### src/pkg/adc_window_regs.svh
// Register addresses, field positions, reset values and cycle counts
// for the converter result formatter and window detector.
// Assumes an 8-bit special-function register space.
`ifndef ADC_WINDOW_REGS_SVH
`define ADC_WINDOW_REGS_SVH

// ----------------------------------------------------------------------
// Register addresses
// ----------------------------------------------------------------------
`define ADDR_PAIR_CFG 8'hBA
`define ADDR_CH_SEL 8'hBB
`define ADDR_CONV_CFG 8'hBC
`define ADDR_RES_LO 8'hBE
`define ADDR_RES_HI 8'hBF
`define ADDR_ABOVE_LO 8'hC4
`define ADDR_ABOVE_HI 8'hC5
`define ADDR_BELOW_LO 8'hC6
`define ADDR_BELOW_HI 8'hC7
`define ADDR_CTRL 8'hE8

// ----------------------------------------------------------------------
// Reset values
// ----------------------------------------------------------------------
`define RST_CTRL 8'h00
`define RST_CONV_CFG 8'hF8
`define RST_CH_SEL 4'h0
`define RST_PAIR_CFG 4'h0
`define RST_ABOVE 8'hFF
`define RST_BELOW 8'h00

// ----------------------------------------------------------------------
// Control register fields
// ----------------------------------------------------------------------
`define CTRL_EN 7
`define CTRL_TM 6
`define CTRL_DONE 5
`define CTRL_BUSY 4
`define CTRL_CM_HI 3
`define CTRL_CM_LO 2
`define CTRL_WIN 1
`define CTRL_LJST 0

// Start-of-conversion sources
`define CM_SOFTWARE 2'h0
`define CM_TIMER3 2'h1
`define CM_PIN 2'h2
`define CM_TIMER2 2'h3

// ----------------------------------------------------------------------
// Timing counts, in converter clock periods
// ----------------------------------------------------------------------
`define CONV_SAR_CLKS 5'h10
`define TRACK_SAR_CLKS 5'h03

`endif

### src/pkg/adc_window_pkg.sv
// Types shared by the converter result formatter and window detector.
// Assumes nothing beyond a SystemVerilog compiler.
package adc_window_pkg;

  typedef enum logic [1:0] {
    ST_IDLE = 2'b00,
    ST_TRACK = 2'b01,
    ST_CONV = 2'b10
  } conv_state_t;

endpackage : adc_window_pkg

### src/core/result_formatter.sv
// Places a 10-bit converter code into the 16-bit result word.
// Pure combinational; the caller registers the output.
`timescale 1ns/1ps

module result_formatter (
  input wire logic [9:0] code_i,
  input wire logic diff_i,
  input wire logic left_i,
  output logic [15:0] word_o
);

  // Differential codes are two's complement, so bit 9 carries the sign
  wire [5:0] fill = diff_i ? {6{code_i[9]}} : 6'h00;
  wire [15:0] right_word = {fill, code_i};
  wire [15:0] left_word = {code_i, 6'h00};

  assign word_o = left_i ? left_word : right_word;

endmodule : result_formatter

### src/core/window_compare.sv
// Compares a formatted result word against the two limit words.
// Signed compare for differential data, unsigned otherwise.
`timescale 1ns/1ps

module window_compare (
  input wire logic [15:0] word_i,
  input wire logic [15:0] above_i,
  input wire logic [15:0] below_i,
  input wire logic signed_i,
  output logic match_o
);

  wire res_above = signed_i ? ($signed(word_i) > $signed(above_i)) : (word_i > above_i);
  wire res_below = signed_i ? ($signed(word_i) < $signed(below_i)) : (word_i < below_i);
  wire inside_mode = signed_i ? ($signed(below_i) > $signed(above_i)) : (below_i > above_i);

  // Limit ordering alone chooses inside or outside detection
  assign match_o = inside_mode ? (res_above && res_below) : (res_above || res_below);

endmodule : window_compare

### src/core/adc_result_format_window_detector.sv
// Digital back end of a 10-bit successive-approximation converter:
// conversion sequencing, result formatting, window detection, registers.
// Assumes the analog core presents a settled code on adc_code_i by the
// last converter clock of a conversion, on the system clock.
`timescale 1ns/1ps
`include "adc_window_regs.svh"

// How it works
// Right-justified: result bits 9:8 in high byte 1:0, bits 7:0 in low byte.
// Right-justified high bits 7:2 copy the sign when differential, else zero.
// Left-justified: bits 9:2 in high byte, 1:0 in low 7:6, rest zero.
// Single-ended results are straight binary.
// Differential results are two's complement.
// Right-justified code spans ten bits single-ended, nine plus sign differential.
// Every new result is compared to both limits without software help.
// Software loads all four limit bytes before trusting the match flag.
// Limit ordering alone picks inside or outside window detection.
// Match flag is readable in the control register and usable as interrupt.
// Above-limit high byte is read/write and resets to all ones.
// Above-limit low byte is read/write and resets to all ones.
// Below-limit high byte sits at 0xC7 and resets to zero.
// Below-limit low byte sits at 0xC6 and resets to zero.
// A conversion lasts at least sixteen converter clock periods.
// Hardware never clears the match flag; software writes zero.
// A set pair-configuration bit makes that pair differential.
// Done flag sets as busy falls, together with the new result.
// Formatted result compared; below above gives inside, else outside window.
// Compare once per conversion, with result update; flag stays set.
module adc_result_format_window_detector
  import adc_window_pkg::*;
(
  input wire logic sys_clk_i,
  input wire logic rst_n_i,
  input wire logic [7:0] sfr_addr_i,
  input wire logic sfr_wr_i,
  input wire logic [7:0] sfr_wdata_i,
  input wire logic sfr_rd_i,
  output logic [7:0] sfr_rdata_o,
  input wire logic [9:0] adc_code_i,
  input wire logic timer3_ovf_i,
  input wire logic timer2_ovf_i,
  input wire logic cnvstr_i,
  output logic adc_enable_o,
  output logic track_o,
  output logic sar_step_o,
  output logic [3:0] mux_sel_o,
  output logic [2:0] pga_gain_o,
  output logic busy_o,
  output logic done_flag_o,
  output logic window_flag_o
);

  // ----------------------------------------------------------------------
  // State
  // ----------------------------------------------------------------------
  conv_state_t state_r;
  conv_state_t state_nxt;
  logic en_r;
  logic tm_r;
  logic [1:0] cm_r;
  logic ljst_r;
  logic done_r;
  logic win_r;
  logic busy_r;
  logic track_r;
  logic step_r;
  logic [7:0] cfg_r;
  logic [3:0] ch_sel_r;
  logic [3:0] pair_cfg_r;
  logic [7:0] limit_r [4];
  logic [15:0] result_r;
  logic [5:0] div_cnt_r;
  logic [4:0] sar_cnt_r;
  logic [7:0] rdata_r;
  logic cnv_s1_r;
  logic cnv_s2_r;
  logic cnv_s3_r;
  logic cnv_lvl_r;

  // ----------------------------------------------------------------------
  // Register decode
  // ----------------------------------------------------------------------
  wire wr_ctrl = sfr_wr_i && (sfr_addr_i == `ADDR_CTRL);
  wire wr_cfg = sfr_wr_i && (sfr_addr_i == `ADDR_CONV_CFG);
  wire wr_ch = sfr_wr_i && (sfr_addr_i == `ADDR_CH_SEL);
  wire wr_pair = sfr_wr_i && (sfr_addr_i == `ADDR_PAIR_CFG);
  wire busy = (state_r != ST_IDLE);

  localparam logic [7:0] LIM_ADDR [4] = '{`ADDR_ABOVE_LO, `ADDR_ABOVE_HI,
                                          `ADDR_BELOW_LO, `ADDR_BELOW_HI};
  localparam logic [7:0] LIM_RST [4] = '{`RST_ABOVE, `RST_ABOVE, `RST_BELOW, `RST_BELOW};

  // ----------------------------------------------------------------------
  // Limit registers
  // ----------------------------------------------------------------------
  genvar gi;
  generate
    for (gi = 0; gi < 4; gi++) begin : g_limit
      always_ff @(posedge sys_clk_i) begin
        if (!rst_n_i) begin
          limit_r[gi] <= LIM_RST[gi];
        end else if (sfr_wr_i && (sfr_addr_i == LIM_ADDR[gi])) begin
          limit_r[gi] <= sfr_wdata_i;
        end
      end
    end
  endgenerate

  wire [15:0] above_word = {limit_r[1], limit_r[0]};
  wire [15:0] below_word = {limit_r[3], limit_r[2]};

  // ----------------------------------------------------------------------
  // External start pin: three stages, level accepted when the last two stages agree
  // ----------------------------------------------------------------------
  wire cnv_agree = (cnv_s2_r == cnv_s3_r);
  wire cnv_rise = cnv_agree && cnv_s3_r && !cnv_lvl_r;

  always_ff @(posedge sys_clk_i) begin
    if (!rst_n_i) begin
      cnv_s1_r <= 1'b0;
      cnv_s2_r <= 1'b0;
      cnv_s3_r <= 1'b0;
      cnv_lvl_r <= 1'b0;
    end else begin
      cnv_s1_r <= cnvstr_i;
      cnv_s2_r <= cnv_s1_r;
      cnv_s3_r <= cnv_s2_r;
      cnv_lvl_r <= cnv_agree ? cnv_s3_r : cnv_lvl_r;
    end
  end

  // ----------------------------------------------------------------------
  // Start selection and converter clock
  // ----------------------------------------------------------------------
  wire sw_start = wr_ctrl && sfr_wdata_i[`CTRL_BUSY];
  wire trig = (cm_r == `CM_SOFTWARE) ? sw_start :
              (cm_r == `CM_TIMER3) ? timer3_ovf_i :
              (cm_r == `CM_PIN) ? cnv_rise : timer2_ovf_i;
  wire start = en_r && !busy && trig;
  // Pin-started low-power mode has already tracked while the pin was low
  wire pre_track = tm_r && (cm_r != `CM_PIN);

  // Divider of zero runs the converter clock at the system clock
  wire [4:0] sc = cfg_r[7:3];
  wire [5:0] div_lim = (sc == 5'h00) ? 6'h00 : {sc, 1'b1};
  wire tick = busy && (div_cnt_r == div_lim);
  wire track_done = (state_r == ST_TRACK) && tick && (sar_cnt_r == `TRACK_SAR_CLKS - 5'h01);
  wire finish = (state_r == ST_CONV) && tick && (sar_cnt_r == `CONV_SAR_CLKS - 5'h01);

  always_comb begin
    state_nxt = state_r;
    case (state_r)
      ST_IDLE: begin
        if (start) begin
          state_nxt = pre_track ? ST_TRACK : ST_CONV;
        end
      end
      ST_TRACK: begin
        if (track_done) begin
          state_nxt = ST_CONV;
        end
      end
      ST_CONV: begin
        if (finish) begin
          state_nxt = ST_IDLE;
        end
      end
      default: begin
        state_nxt = ST_IDLE;
      end
    endcase
  end

  always_ff @(posedge sys_clk_i) begin
    if (!rst_n_i) begin
      state_r <= ST_IDLE;
      div_cnt_r <= 6'h00;
      sar_cnt_r <= 5'h00;
    end else begin
      state_r <= state_nxt;
      div_cnt_r <= (!busy || tick) ? 6'h00 : div_cnt_r + 6'h01;
      sar_cnt_r <= (!busy || track_done || finish) ? 5'h00 :
                   (tick ? sar_cnt_r + 5'h01 : sar_cnt_r);
    end
  end

  // ----------------------------------------------------------------------
  // Formatting and window compare
  // ----------------------------------------------------------------------
  wire ch_diff = !ch_sel_r[3] && pair_cfg_r[ch_sel_r[2:1]];
  logic [15:0] fmt_word;
  logic win_match;

  result_formatter u_fmt (
    .code_i(adc_code_i),
    .diff_i(ch_diff),
    .left_i(ljst_r),
    .word_o(fmt_word)
  );

  window_compare u_cmp (
    .word_i(fmt_word),
    .above_i(above_word),
    .below_i(below_word),
    .signed_i(ch_diff),
    .match_o(win_match)
  );

  // Hardware sets win over a software clear in the same cycle
  wire done_nxt = finish || (wr_ctrl ? sfr_wdata_i[`CTRL_DONE] : done_r);
  wire win_nxt = (finish && win_match) || (wr_ctrl ? sfr_wdata_i[`CTRL_WIN] : win_r);

  // ----------------------------------------------------------------------
  // Control, configuration and result registers
  // ----------------------------------------------------------------------
  always_ff @(posedge sys_clk_i) begin
    if (!rst_n_i) begin
      en_r <= 1'b0;
      tm_r <= 1'b0;
      cm_r <= `CM_SOFTWARE;
      ljst_r <= 1'b0;
      done_r <= 1'b0;
      win_r <= 1'b0;
      cfg_r <= `RST_CONV_CFG;
      ch_sel_r <= `RST_CH_SEL;
      pair_cfg_r <= `RST_PAIR_CFG;
      result_r <= 16'h0000;
    end else begin
      if (wr_ctrl) begin
        en_r <= sfr_wdata_i[`CTRL_EN];
        tm_r <= sfr_wdata_i[`CTRL_TM];
        cm_r <= sfr_wdata_i[`CTRL_CM_HI:`CTRL_CM_LO];
        ljst_r <= sfr_wdata_i[`CTRL_LJST];
      end
      if (wr_cfg) begin
        cfg_r <= sfr_wdata_i;
      end
      if (wr_ch) begin
        ch_sel_r <= sfr_wdata_i[3:0];
      end
      if (wr_pair) begin
        pair_cfg_r <= sfr_wdata_i[3:0];
      end
      done_r <= done_nxt;
      win_r <= win_nxt;
      if (finish) begin
        result_r <= fmt_word;
      end
    end
  end

  // ----------------------------------------------------------------------
  // Read path and output flops
  // ----------------------------------------------------------------------
  wire [7:0] ctrl_rd = {en_r, tm_r, done_r, busy, cm_r, win_r, ljst_r};
  wire [7:0] rd_mux =
    (sfr_addr_i == `ADDR_CTRL) ? ctrl_rd :
    (sfr_addr_i == `ADDR_CONV_CFG) ? cfg_r :
    (sfr_addr_i == `ADDR_CH_SEL) ? {4'h0, ch_sel_r} :
    (sfr_addr_i == `ADDR_PAIR_CFG) ? {4'h0, pair_cfg_r} :
    (sfr_addr_i == `ADDR_RES_HI) ? result_r[15:8] :
    (sfr_addr_i == `ADDR_RES_LO) ? result_r[7:0] :
    (sfr_addr_i == `ADDR_ABOVE_LO) ? limit_r[0] :
    (sfr_addr_i == `ADDR_ABOVE_HI) ? limit_r[1] :
    (sfr_addr_i == `ADDR_BELOW_LO) ? limit_r[2] :
    (sfr_addr_i == `ADDR_BELOW_HI) ? limit_r[3] : 8'h00;

  // Continuous tracking when enabled and not converting; low-power mode
  // tracks only in the timed phase or while the start pin is low
  wire track_nxt = en_r && ((state_nxt == ST_TRACK) ||
                   ((state_nxt == ST_IDLE) && (!tm_r || ((cm_r == `CM_PIN) && !cnv_lvl_r))));

  always_ff @(posedge sys_clk_i) begin
    if (!rst_n_i) begin
      rdata_r <= 8'h00;
      busy_r <= 1'b0;
      track_r <= 1'b0;
      step_r <= 1'b0;
    end else begin
      rdata_r <= sfr_rd_i ? rd_mux : 8'h00;
      busy_r <= (state_nxt != ST_IDLE);
      track_r <= track_nxt;
      step_r <= (state_r == ST_CONV) && tick;
    end
  end

  assign sfr_rdata_o = rdata_r;
  assign adc_enable_o = en_r;
  assign track_o = track_r;
  assign sar_step_o = step_r;
  assign mux_sel_o = ch_sel_r;
  assign pga_gain_o = cfg_r[2:0];
  assign busy_o = busy_r;
  assign done_flag_o = done_r;
  assign window_flag_o = win_r;
endmodule : adc_result_format_window_detector

### config.mk
export PLATFORM = sky130hd
export DESIGN_NAME = adc_result_format_window_detector
export DESIGN_NICKNAME = d
export VERILOG_FILES = /design/src/pkg/adc_window_pkg.sv /design/src/core/result_formatter.sv /design/src/core/window_compare.sv /design/src/core/adc_result_format_window_detector.sv
export VERILOG_INCLUDE_DIRS = /design/src /design/src/pkg
export SDC_FILE = /design/constraint.sdc
export NUM_CORES = 1
export LEC_CHECK = 0
export BUFFER_PORTS_ARGS = -buffer_cell sky130_fd_sc_hd__buf_2
export CAP_MARGIN = 5
export CORE_ASPECT_RATIO = 1.1
export CORE_UTILIZATION = 40
export DETAILED_ROUTE_END_ITERATION = 7
export PLACE_DENSITY = 0.53
export SETUP_SLACK_MARGIN = 0.05
export SYNTH_ARGS = -nofsm -noshare
export SYNTH_HDL_FRONTEND = slang
export SYNTH_SLANG_ARGS = --single-unit
### constraint.sdc
create_clock -name sys_clk_i -period 7.65 [get_ports sys_clk_i]
set_input_delay 0.3825 -clock sys_clk_i [delete_from_list [all_inputs] [get_ports sys_clk_i]]
set_output_delay 0.3825 -clock sys_clk_i [all_outputs]
set_load 0.03 [all_outputs]
==> results of run 1 <==
==> where the power goes <==
group	internal [mW]	leakage [nW]	total, mW	switching [mW]
Combinational	0.0451	1.59	0.111	0.0664
Clock	0.237	0.148	0.452	0.216
Sequential	0.551	0.853	0.562	0.0102
Total	0.833	2.59	1.13	0.292
==> per-layer routing <==
| layer | global-route usage | share of wire | routed length (um) | up-vias |
|---|---|---|---|---|
| li1 | - | - | - | 2280 |
| met1 | 0.320 | 0.48 | 7890 | 2210 |
| met2 | 0.358 | 0.45 | 7400 | 126 |
| met3 | 0.0417 | 0.050 | 822 | 15 |
| met4 | 0.0642 | 0.016 | 268 | 0 |
| met5 | 0 | 0 | 0 | - |
==> Yosys cell counts (4+ instances only) <==
library cell and count:
sky130_fd_sc_hd__mux4_2 12, sky130_fd_sc_hd__and3_1 5, sky130_fd_sc_hd__nor2b_1 15, sky130_fd_sc_hd__nand2b_1 13, sky130_fd_sc_hd__edfxtp_1 32, sky130_fd_sc_hd__a211oi_1 9
sky130_fd_sc_hd__xor2_1 6, sky130_fd_sc_hd__o21a_1 6, sky130_fd_sc_hd__nand2_1 77, sky130_fd_sc_hd__clkbuf_1 20, sky130_fd_sc_hd__ha_1 52, sky130_fd_sc_hd__inv_1 43
sky130_fd_sc_hd__nand4_1 8, sky130_fd_sc_hd__dfxtp_1 67, sky130_fd_sc_hd__a21boi_2 9, sky130_fd_sc_hd__a22oi_1 8, sky130_fd_sc_hd__nand3_1 34, sky130_fd_sc_hd__xnor2_1 6
sky130_fd_sc_hd__buf_4 4, sky130_fd_sc_hd__nor3_1 6, sky130_fd_sc_hd__a21oi_1 26, sky130_fd_sc_hd__mux2i_1 12, sky130_fd_sc_hd__and2_1 20, sky130_fd_sc_hd__o21ai_0 17
sky130_fd_sc_hd__or2_2 12, sky130_fd_sc_hd__nor2_1 26, sky130_fd_sc_hd__a21boi_0 22
==> sequential cells by signal (all words and copies together) (netlist names), 4 cells and up <==
register,flops
sar_cnt_r,5
div_cnt_r,6
sfr_rdata_o,8
limit_r,32
cfg_r,8
mux_sel_o,4
result_r,16
pair_cfg_r,4
==> cell type report <==
cell class,instances,area (um2),share of cell area
inverter,43,161,0.0247
clock buffer,10,239,0.0365
multi-input combinational,447,3260,0.498
tap,192,240,0.0367
timing repair buffer,56,288,0.0440
clock inverter,6,51.3,0.00784
sequential,99,2300,0.352
==> worst max-delay path, delay by kind of cell, from the launching register on <==
kind            cells  cell delay, ns
simple gates        2            0.29
compound gates      7            1.46
mux                 1            0.53
flops               1            0.40
fa+ha+maj           2            0.74
==> how the worst max path moves through the flow <==
| stage | start | depth (start not counted) | slack [ns] | to |
|---|---|---|---|---|
| after global routing | mux_sel_o[1] | 12 | 3.91 | window_flag_o |
| final | mux_sel_o[1] | 12 | 4.17 | window_flag_o |
| after global placement | mux_sel_o[1] | 12 | 4.24 | window_flag_o |
| after CTS | mux_sel_o[1] | 12 | 4.17 | window_flag_o |
| after floorplan | mux_sel_o[1] | 12 | 4.34 | window_flag_o |
| after detailed placement | mux_sel_o[1] | 12 | 4.18 | window_flag_o |
==> metrics by stage <==
step           hold WS, ns   util
2_1_floorplan        0.412      -
3_3_place_gp         0.427  0.435
3_5_place_dp         0.432  0.435
4_1_cts              0.233  0.455
5_1_grt              0.240  0.455
6_report             0.243  0.455
==> cells in the final DEF (no fill, tap or decap), types with 22 or more instances in the layout <==
cell,instances
sky130_fd_sc_hd__inv_1,43
sky130_fd_sc_hd__a21boi_0,22
sky130_fd_sc_hd__nor2_1,26
sky130_fd_sc_hd__ha_1,52
sky130_fd_sc_hd__dfxtp_1,67
sky130_fd_sc_hd__nand3_1,34
sky130_fd_sc_hd__buf_2,53
sky130_fd_sc_hd__edfxtp_1,32
sky130_fd_sc_hd__nand2_1,77
sky130_fd_sc_hd__a21oi_1,26
==> logic make-up (layout without fill, tap and decap cells) <==
group | after synthesis | after routing | synth area share
simple gates | 234 | 234 | 0.203
compound gates | 122 | 122 | 0.150
flops | 99 | 99 | 0.393
buf+inv | 72 | 115 | 0.0531
fa+ha+maj | 53 | 53 | 0.113
mux | 26 | 26 | 0.0704
xor+xnor | 12 | 12 | 0.0179
==> flow_summary.yaml, run 1 <==
run_status:
  status: "finished clean"
final_layout:
  net_count_reported_at_finish: 741
  num-fill-cells: 1459
  area_delta_synth_final_pct: 11.6
  fraction_of_layout_instances_using_a_drive_strength_above_1: 0.177
  final_cell_count_without_fillers: 853
  final_cell_area_um2: 6540
  antenna_cells: 0
critical_path:
  timing.critical_path.required_ns: 7.93
  critical_path.most_common_cell: "sky130_fd_sc_hd__a21oi_1"
  criticalPathCategory: "flip-flop to flip-flop"
  critical_path.endpoint_type: "flip-flop"
  timing.critical_path.cells: "mux4_2, nor2b_1, a21oi_1, a21oi_1, ha_1, a21oi_1, a21boi_0, o41a_1, a211oi_1, nor3_1, maj3_1, o21ai_1"
  worst-endpoint-arrival_ns: 3.77
  critical_path.reg2reg.startpoint: "mux_sel_o[1]"
  worst_path_fanout_max: 5
  critical_path.startpoint_type: "flip-flop"
  worst_path_largest_cell_delay_ns: 0.53
  regToRegSetupSlack_ns: 4.17
  worst_path_max_delay_cell: "sky130_fd_sc_hd__mux4_2"
  reg2reg_to: "window_flag_o"
  r2r.worst_path.cells: 12
route:
  via_per_instance_ratio: 5.43
  via_count: 4631
  routed_wire_length_mm: 16.4
  drt_iter0_drc: 346
  final_antenna_net_count: 0
  wl_per_cell_um: 19.2
  detail_route.first_pass.iterations: 5
  drcViolationCount: 0
flow_run:
  max_cap_viol_count: 0
cts:
  path_clk_slew_ns: 0.07
  cts_tree: "done"
  clockRootBuffer: "sky130_fd_sc_hd__clkbuf_16"
  post_cts.repair.setup_buffers: 0
  cts-resized-gates: 0
  maximum_level_of_the_cts_h_tree: 3
  clock_sink_count: 99
  clock_insertion_delay_worst_skew_ns: 0.35
  max-clock-path-buffers: 2
  tritoncts.num_buffers: 9
  hold_buffers: 0
floorplan:
  die_height_um: 129
  core_um2: 14400
  placement_rows: 46
  start_util: 0.407
  die-area_um2: 15100
  num_io_pins: 54
  die_width_um: 117
grt:
  grtUsageTotal: 0.228
  grt_pass1_vias: 4488
  grt_start_max_net_pins: 60
  wire_length_of_the_first_global_routing_pass_mm: 25.9
  grt_antenna_before_repair: 0
  grt_overflow: 0
placed_design:
  dp_slack_ns: 4.18
  placement.cell_area_um2: 6250
  gp_congestion: 0.916
  placement.io_buffers: 53
  post-dp-hpwl_mm: 12.9
  cell_count_after_placement: 837
power:
  power_mw: 1.13
  power.density_nw_per_um2: 172
  leakage_nw: 2.59
  peakVddDrop_v: 0.0000864
logic_synthesis:
  ys_dominant_reg_cell: "sky130_fd_sc_hd__dfxtp_1"
  synthesized_instance_count: 618
  netlist-cell-type-count: 61
  synth-seq-cells: 99
  synth-edff-count: 32
  ys_warn_count: 0
  syn_area_per_cell_um2: 9.49
  yosys-top-cells-area: "sky130_fd_sc_hd__dfxtp_1 (23%), sky130_fd_sc_hd__edfxtp_1 (16%), sky130_fd_sc_hd__ha_1 (11%), sky130_fd_sc_hd__nand2_1 (4.9%), sky130_fd_sc_hd__mux4_2 (4.6%)"
  yosys.area.top_type_share: 0.229
  postSynth.asyncResetShare: 0
  mappedNetlistArea_um2: 5860
  yosysSeqAreaShare: 0.393
  post-synth-top-area-cell: "sky130_fd_sc_hd__dfxtp_1"
  synth.net_count: 703
sta:
  fin_setup_tns_ns: 0
  finalCritPeriodShare: 0.455
  period_minus_slack_ns: 3.48
  worst_slew_margin_relative_to_its_limit: 0.166
  worst_clock_skew_ns: 0.00607
  timing_max_transition_violations_final: 0
  count_of_endpoints_failing_setup_in_the_final_report: 0
  crit_path_setup_slack_layout_ns: 4.17
  grt_setup_unrepaired: "no"
  fmax_mhz: 287
  report.final.hold_viol_count: 0
  worstMarginPinSlew_ns: 1.24
hold_path:
  whs_path_depth: 2
  min_to: "cnv_s1_r"
  hp-start: "cnvstr_i"
  hold_path.class: "input pin to flip-flop"
Note: power is estimated with default switching activity, not from simulation.
==> inputs of run 2 (changes only) <==
Settings changed: PLACE_DENSITY 0.53 to 0.56.
Clock period 7.65 ns to 3.1 ns, I/O delays scaled along.
==> run 2 against run 1 <==
  * Sequential power increased by 150%
  * Final cell count up 3.4%
  * Fmax rose by 15%
  * Global-route usage grew 0.84 points
  * First-iteration DRC count grew 16%
  * Total power grew to 2.6 times the previous value
  * Register-to-register slack worse by 4.1 ns
  * Sequential share of layout area down 1.6 points
  * Critical path type unchanged
  * Largest cell class unchanged
==> flow_summary.yaml, run 2 (synthesized netlist as in run 1, its figures left out) <==
run_status:
  status: "finished clean"
sta:
  crit_path_setup_slack_layout_ns: 0.0763
  grt_setup_unrepaired: "yes"
  count_of_endpoints_failing_setup_in_the_final_report: 0
  fmax_mhz: 331
  report.final.hold_viol_count: 0
  finalCritPeriodShare: 0.975
  worst_slew_margin_relative_to_its_limit: 0.486
  period_minus_slack_ns: 3.02
  worst_clock_skew_ns: 0.0119
  timing_max_transition_violations_final: 0
  worstMarginPinSlew_ns: 0.762
floorplan:
  start_util: 0.407
  num_io_pins: 54
  die_width_um: 117
  placement_rows: 46
  die-area_um2: 15100
  die_height_um: 129
  core_um2: 14400
grt:
  grt_antenna_before_repair: 0
  grt_overflow: 0
  grt_start_max_net_pins: 39
  grtUsageTotal: 0.236
  wire_length_of_the_first_global_routing_pass_mm: 26.7
  grt_pass1_vias: 4749
final_layout:
  final_cell_area_um2: 6870
  antenna_cells: 0
  final_common_cell: "sky130_fd_sc_hd__nand2_1"
  fraction_of_layout_instances_using_a_drive_strength_above_1: 0.235
  area_used_by_sequential_logic_in_the_layout_um2: 2310
  area_of_the_multi_input_gates_um2: 3340
  flip_flop_count_of_the_largest_register_after_layout: 32
  net_count_reported_at_finish: 770
  mostFrequentLayoutCells: "sky130_fd_sc_hd__nand2_1 (76), sky130_fd_sc_hd__dfxtp_1 (66), sky130_fd_sc_hd__buf_2 (53)"
  num-fill-cells: 1420
  area_delta_synth_final_pct: 17.2
  regMostFlops: "limit_r"
  reg_top3: "limit_r x32, result_r x16"
placed_design:
  placement.cell_area_um2: 6460
  dp_slack_ns: -0.0637
  placement.io_buffers: 53
  post-dp-hpwl_mm: 13.8
  gp_congestion: 0.907
critical_path:
  crit_end: "window_flag_o"
  reg2reg_to: "window_flag_o"
  criticalPathCategory: "flip-flop to flip-flop"
  worst-endpoint-arrival_ns: 3.32
  timing.critical_path.required_ns: 3.39
  r2r.worst_path.cells: 11
  regToRegSetupSlack_ns: 0.08
  critical_path.reg2reg.startpoint: "mux_sel_o[1]"
  critical_path.startpoint_type: "flip-flop"
  worst_path_fanout_max: 3
  critical_path.endpoint_type: "flip-flop"
  crit_path_launch: "mux_sel_o[1]"
cts:
  cts_tree: "done"
  tritoncts.num_buffers: 9
  max-clock-path-buffers: 2
  clock_sink_count: 99
  hold_buffers: 0
  clockRootBuffer: "sky130_fd_sc_hd__clkbuf_16"
  path_clk_slew_ns: 0.07
  maximum_level_of_the_cts_h_tree: 3
  clock_insertion_delay_worst_skew_ns: 0.36
route:
  detail_route.first_pass.iterations: 6
  drcViolationCount: 0
  via_per_instance_ratio: 5.49
  via_count: 4841
  drt_iter0_drc: 402
  wl_per_cell_um: 19.7
  routed_wire_length_mm: 17.4
  final_antenna_net_count: 0
flow_run:
  max_cap_viol_count: 0
power:
  leakage_nw: 2.77
  power.density_nw_per_um2: 418
  peakVddDrop_v: 0.000294
hold_path:
  hold_path.class: "input pin to flip-flop"
==> run 2: area by class of cell <==
type | count | share of cell area
clock buffers | 9 | 0.0328
clock inverters | 7 | 0.0131
inverters | 43 | 0.0235
multi-input cells | 447 | 0.486
flip-flops and latches | 99 | 0.336
well taps | 192 | 0.0350
repair buffers | 85 | 0.0741
==> run 2: routing by layer <==
layer  track usage  share of wire  vias up
li1              -              -     2341
met1         0.309           0.45     2312
met2         0.391           0.47      156
met3        0.0372          0.051       32
met4        0.0978          0.028        0
met5             0              0        -
==> run 2: worst min-delay path by stage <==
stage / end / start / cells past startpoint
6_report: cnv_s1_r / cnvstr_i / 2
5_1_grt: cnv_s1_r / cnvstr_i / 2
4_1_cts: cnv_s1_r / cnvstr_i / 2
3_5_place_dp: cnv_s1_r / cnvstr_i / 2
3_3_place_gp: cnv_s1_r / cnvstr_i / 2
2_1_floorplan: cnv_s1_r / cnvstr_i / 1
==> run 2: what timing repair did <==
action / in CTS / in global routing
cloned: 0 / 0
endpoints found under the setup margin: 1 / 1
setup buffers: 1 / 1
pin swaps: 1 / 11
gates resized for setup: 6 / 12
hold endpoints to repair: 0 / 0
==> run 2: stage by stage <==
step	total power [mW]	setup TNS (ns)	std cells	util	hold slack, ns
2_1_floorplan	1.58	0	618	-	0.282
3_3_place_gp	1.70	0	864	0.449	0.366
3_5_place_dp	1.70	-0.0637	864	0.449	0.387
4_1_cts	2.89	0	881	0.473	0.0141
5_1_grt	2.98	-0.0160	882	0.477	0.0288
6_report	2.87	0	882	0.477	0.0191
==> run 2: power by group <==
group	switching (mW)	leakage [nW]	total (mW)	internal, mW
sequential	0.0252	0.854	1.38	1.36
clock	0.541	0.156	1.19	0.649
combinational	0.176	1.76	0.300	0.124
==> run 2: worst max-delay path: stages (launching register included) <==
cell	delay (ns)
sky130_fd_sc_hd__dfxtp_4	0.36
sky130_fd_sc_hd__mux4_2	0.52
sky130_fd_sc_hd__nor2b_4	0.16
sky130_fd_sc_hd__o21a_1	0.20
sky130_fd_sc_hd__ha_2	0.20
sky130_fd_sc_hd__or4_1	0.49
sky130_fd_sc_hd__a221oi_2	0.19
sky130_fd_sc_hd__o21a_1	0.17
sky130_fd_sc_hd__or4_1	0.11
sky130_fd_sc_hd__nand4_1	0.13
sky130_fd_sc_hd__maj3_2	0.33
sky130_fd_sc_hd__o21ai_1	0.12
==> inputs of run 3 (changes only) <==
Settings changed: ABC_AREA set to 1.
==> run 3 against run 2 <==
  * First-iteration DRC count increased by 9.2%
  * Routed wire length increased by 5.7%
  * Synthesized area up 0.55%
  * Die area up 0.54%
  * Total power shrank 1.0%
  * Critical path type unchanged
  * Highest routed layer unchanged
==> flow_summary.yaml, run 3 <==
placed_design:
  placement.io_buffers: 53
  cell_count_after_placement: 1034
  placement.cell_area_um2: 6360
  gp_congestion: 0.980
  dp_slack_ns: 0.496
  post-dp-hpwl_mm: 14.7
logic_synthesis:
  synth.net_count: 881
  syn_area_per_cell_um2: 7.41
  yosysSeqAreaShare: 0.390
  yosys.area_share.xor_xnor: 0.00594
  yosys-top-cells-area: "sky130_fd_sc_hd__dfxtp_1 (23%), sky130_fd_sc_hd__edfxtp_1 (16%), sky130_fd_sc_hd__ha_1 (11%), sky130_fd_sc_hd__nand2_1 (11%), sky130_fd_sc_hd__inv_1 (8.0%)"
  yosys.area_share.simple: 0.240
  synth_top_family_by_area: "simple AND/OR/NAND/NOR gates"
  post-synth-top-area-cell: "sky130_fd_sc_hd__dfxtp_1"
  synthesized_instance_count: 796
  synth-seq-cells: 99
  ys_dominant_reg_cell: "sky130_fd_sc_hd__dfxtp_1"
  mappedNetlistArea_um2: 5900
  synth.most_common_cell: "sky130_fd_sc_hd__nand2_1"
  synth-edff-count: 32
  yosys.area.top_type_share: 0.228
  synthAdderAreaFrac: 0.110
  synth_compound_gate_area_share: 0.147
  postSynth.asyncResetShare: 0
  top_cells_by_count_synth: "sky130_fd_sc_hd__nand2_1 (168), sky130_fd_sc_hd__inv_1 (126), sky130_fd_sc_hd__a21oi_1 (77)"
  ys_warn_count: 0
  netlist-cell-type-count: 42
  muxShareOfSynthArea: 0
route:
  final_antenna_net_count: 0
  wl_per_cell_um: 17.5
  drt_iter0_drc: 439
  via_per_instance_ratio: 5.22
  via_count: 5478
  routed_wire_length_mm: 18.4
  drcViolationCount: 0
  detail_route.first_pass.iterations: 6
critical_path:
  reg2reg_to: "window_flag_o"
  criticalPathCategory: "flip-flop to flip-flop"
  critical_path.endpoint_type: "flip-flop"
  regToRegSetupSlack_ns: 0.44
  timing.critical_path.required_ns: 3.39
  r2r.worst_path.cells: 18
  critical_path.reg2reg.startpoint: "mux_sel_o[1]"
  worst_path_fanout_max: 6
  worst-endpoint-arrival_ns: 2.95
  critical_path.startpoint_type: "flip-flop"
sta:
  fin_setup_tns_ns: 0
  crit_path_setup_slack_layout_ns: 0.441
  finalHoldWorstSlack_ns: 0.0209
  worst_clock_skew_ns: 0.0122
  grt_setup_unrepaired: "no"
  worst_slew_margin_relative_to_its_limit: 0.608
  count_of_endpoints_failing_setup_in_the_final_report: 0
  period_minus_slack_ns: 2.66
  timing_max_transition_violations_final: 0
  report.final.hold_viol_count: 0
  worstMarginPinSlew_ns: 0.583
  fmax_mhz: 376
  finalCritPeriodShare: 0.858
final_layout:
  final_core_utilization: 0.464
  mostFrequentLayoutCells: "sky130_fd_sc_hd__nand2_1 (168), sky130_fd_sc_hd__inv_1 (126), sky130_fd_sc_hd__a21oi_1 (77)"
  num-fill-cells: 1505
  final_cell_area_um2: 6680
  antenna_cells: 0
  final_common_cell: "sky130_fd_sc_hd__nand2_1"
  regMostFlops: "limit_r"
  fraction_of_layout_instances_using_a_drive_strength_above_1: 0.119
  net_count_reported_at_finish: 938
  final_cell_count_without_fillers: 1050
  area_of_the_multi_input_gates_um2: 2970
  area_delta_synth_final_pct: 13.3
  flip_flop_count_of_the_largest_register_after_layout: 32
  reg_top3: "limit_r x32, result_r x16"
  area_used_by_sequential_logic_in_the_layout_um2: 2300
floorplan:
  core_um2: 14400
  die_height_um: 129
  die_width_um: 118
  start_util: 0.410
  die-area_um2: 15200
  num_io_pins: 54
  placement_rows: 46
grt:
  grtUsageTotal: 0.247
  grt_antenna_before_repair: 0
  grt_start_max_net_pins: 43
  grt_overflow: 0
  grt_pass1_vias: 5257
  wire_length_of_the_first_global_routing_pass_mm: 28.2
cts:
  tritoncts.num_buffers: 9
  hold_buffers: 0
  max-clock-path-buffers: 2
  path_clk_slew_ns: 0.07
  cts-resized-gates: 0
  maximum_level_of_the_cts_h_tree: 3
  cts_tree: "done"
  post_cts.repair.setup_buffers: 0
  clock_insertion_delay_worst_skew_ns: 0.35
  clockRootBuffer: "sky130_fd_sc_hd__clkbuf_16"
  clock_sink_count: 99
flow_run:
  max_cap_viol_count: 0
power:
  peakVddDrop_v: 0.000282
  leakage_nw: 3.15
  power.density_nw_per_um2: 426
  power_mw: 2.84
hold_path:
  hold_path.class: "input pin to flip-flop"
  whs_path_depth: 3
  min_to: "cnv_s1_r"
  hp-start: "cnvstr_i"
run_status:
  status: "finished clean"
==> run 3: final cells by class <==
class	instances	share of cell area
clock buffer	14	0.0459
clock inverter	2	0.00206
inverter	137	0.0770
multi-input combinational	544	0.445
sequential	99	0.345
tap	192	0.0360
timing repair buffer	62	0.0498
==> run 3: worst max path at each step <==
stage | start | end | slack [ns] | depth (start not counted)
floorplan | mux_sel_o[1] | window_flag_o | 0.68 | 14
global placement | mux_sel_o[1] | window_flag_o | 0.57 | 18
detailed placement | mux_sel_o[1] | window_flag_o | 0.50 | 18
CTS | mux_sel_o[1] | window_flag_o | 0.48 | 18
global route | mux_sel_o[1] | window_flag_o | 0.12 | 17
finish | mux_sel_o[1] | window_flag_o | 0.44 | 18
==> run 3: logic make-up (layout without fill, tap and decap cells) <==
kind of cell               count (synthesis)  in the layout
DFF                                       99             99
buffers and inverters                    153            215
and+or+nand+nor                          322            322
AOI/OAI and AO/OA                        166            166
xor gates and xnor gates                   4              4
adders and majority gates                 52             52
==> run 3: critical path, stage by stage (launching register included) <==
cell and delay (ns):
sky130_fd_sc_hd__dfxtp_1 0.41, sky130_fd_sc_hd__inv_1 0.09, sky130_fd_sc_hd__nand2_1 0.07, sky130_fd_sc_hd__nand3_1 0.06
sky130_fd_sc_hd__nand2_1 0.12, sky130_fd_sc_hd__a31oi_1 0.19, sky130_fd_sc_hd__a21oi_1 0.37, sky130_fd_sc_hd__ha_1 0.31
sky130_fd_sc_hd__nand2_1 0.08, sky130_fd_sc_hd__inv_1 0.04, sky130_fd_sc_hd__nand3_1 0.12, sky130_fd_sc_hd__inv_1 0.06
sky130_fd_sc_hd__a21oi_1 0.19, sky130_fd_sc_hd__nand2_1 0.08, sky130_fd_sc_hd__nand2_1 0.06, sky130_fd_sc_hd__nand2_1 0.08
sky130_fd_sc_hd__nand2_1 0.07, sky130_fd_sc_hd__nand2_1 0.05, sky130_fd_sc_hd__a21oi_1 0.13
==> run 3: where the power goes <==
group	internal (mW)	switching (mW)	leakage, nW	total (mW)
registers	1.36	0.0195	0.854	1.38
clock network	0.687	0.496	0.159	1.18
logic	0.0912	0.189	2.13	0.281
total	2.14	0.705	3.15	2.84
==> run 3: routing by layer <==
metal / share of wire / global-route usage / vias to the layer above
met1: 0.43 / 0.307 / 2521
met2: 0.48 / 0.420 / 180
met4: 0.044 / 0.143 / 0
li1: - / - / 2726
met5: 0 / 0 / -
met3: 0.044 / 0.0268 / 51
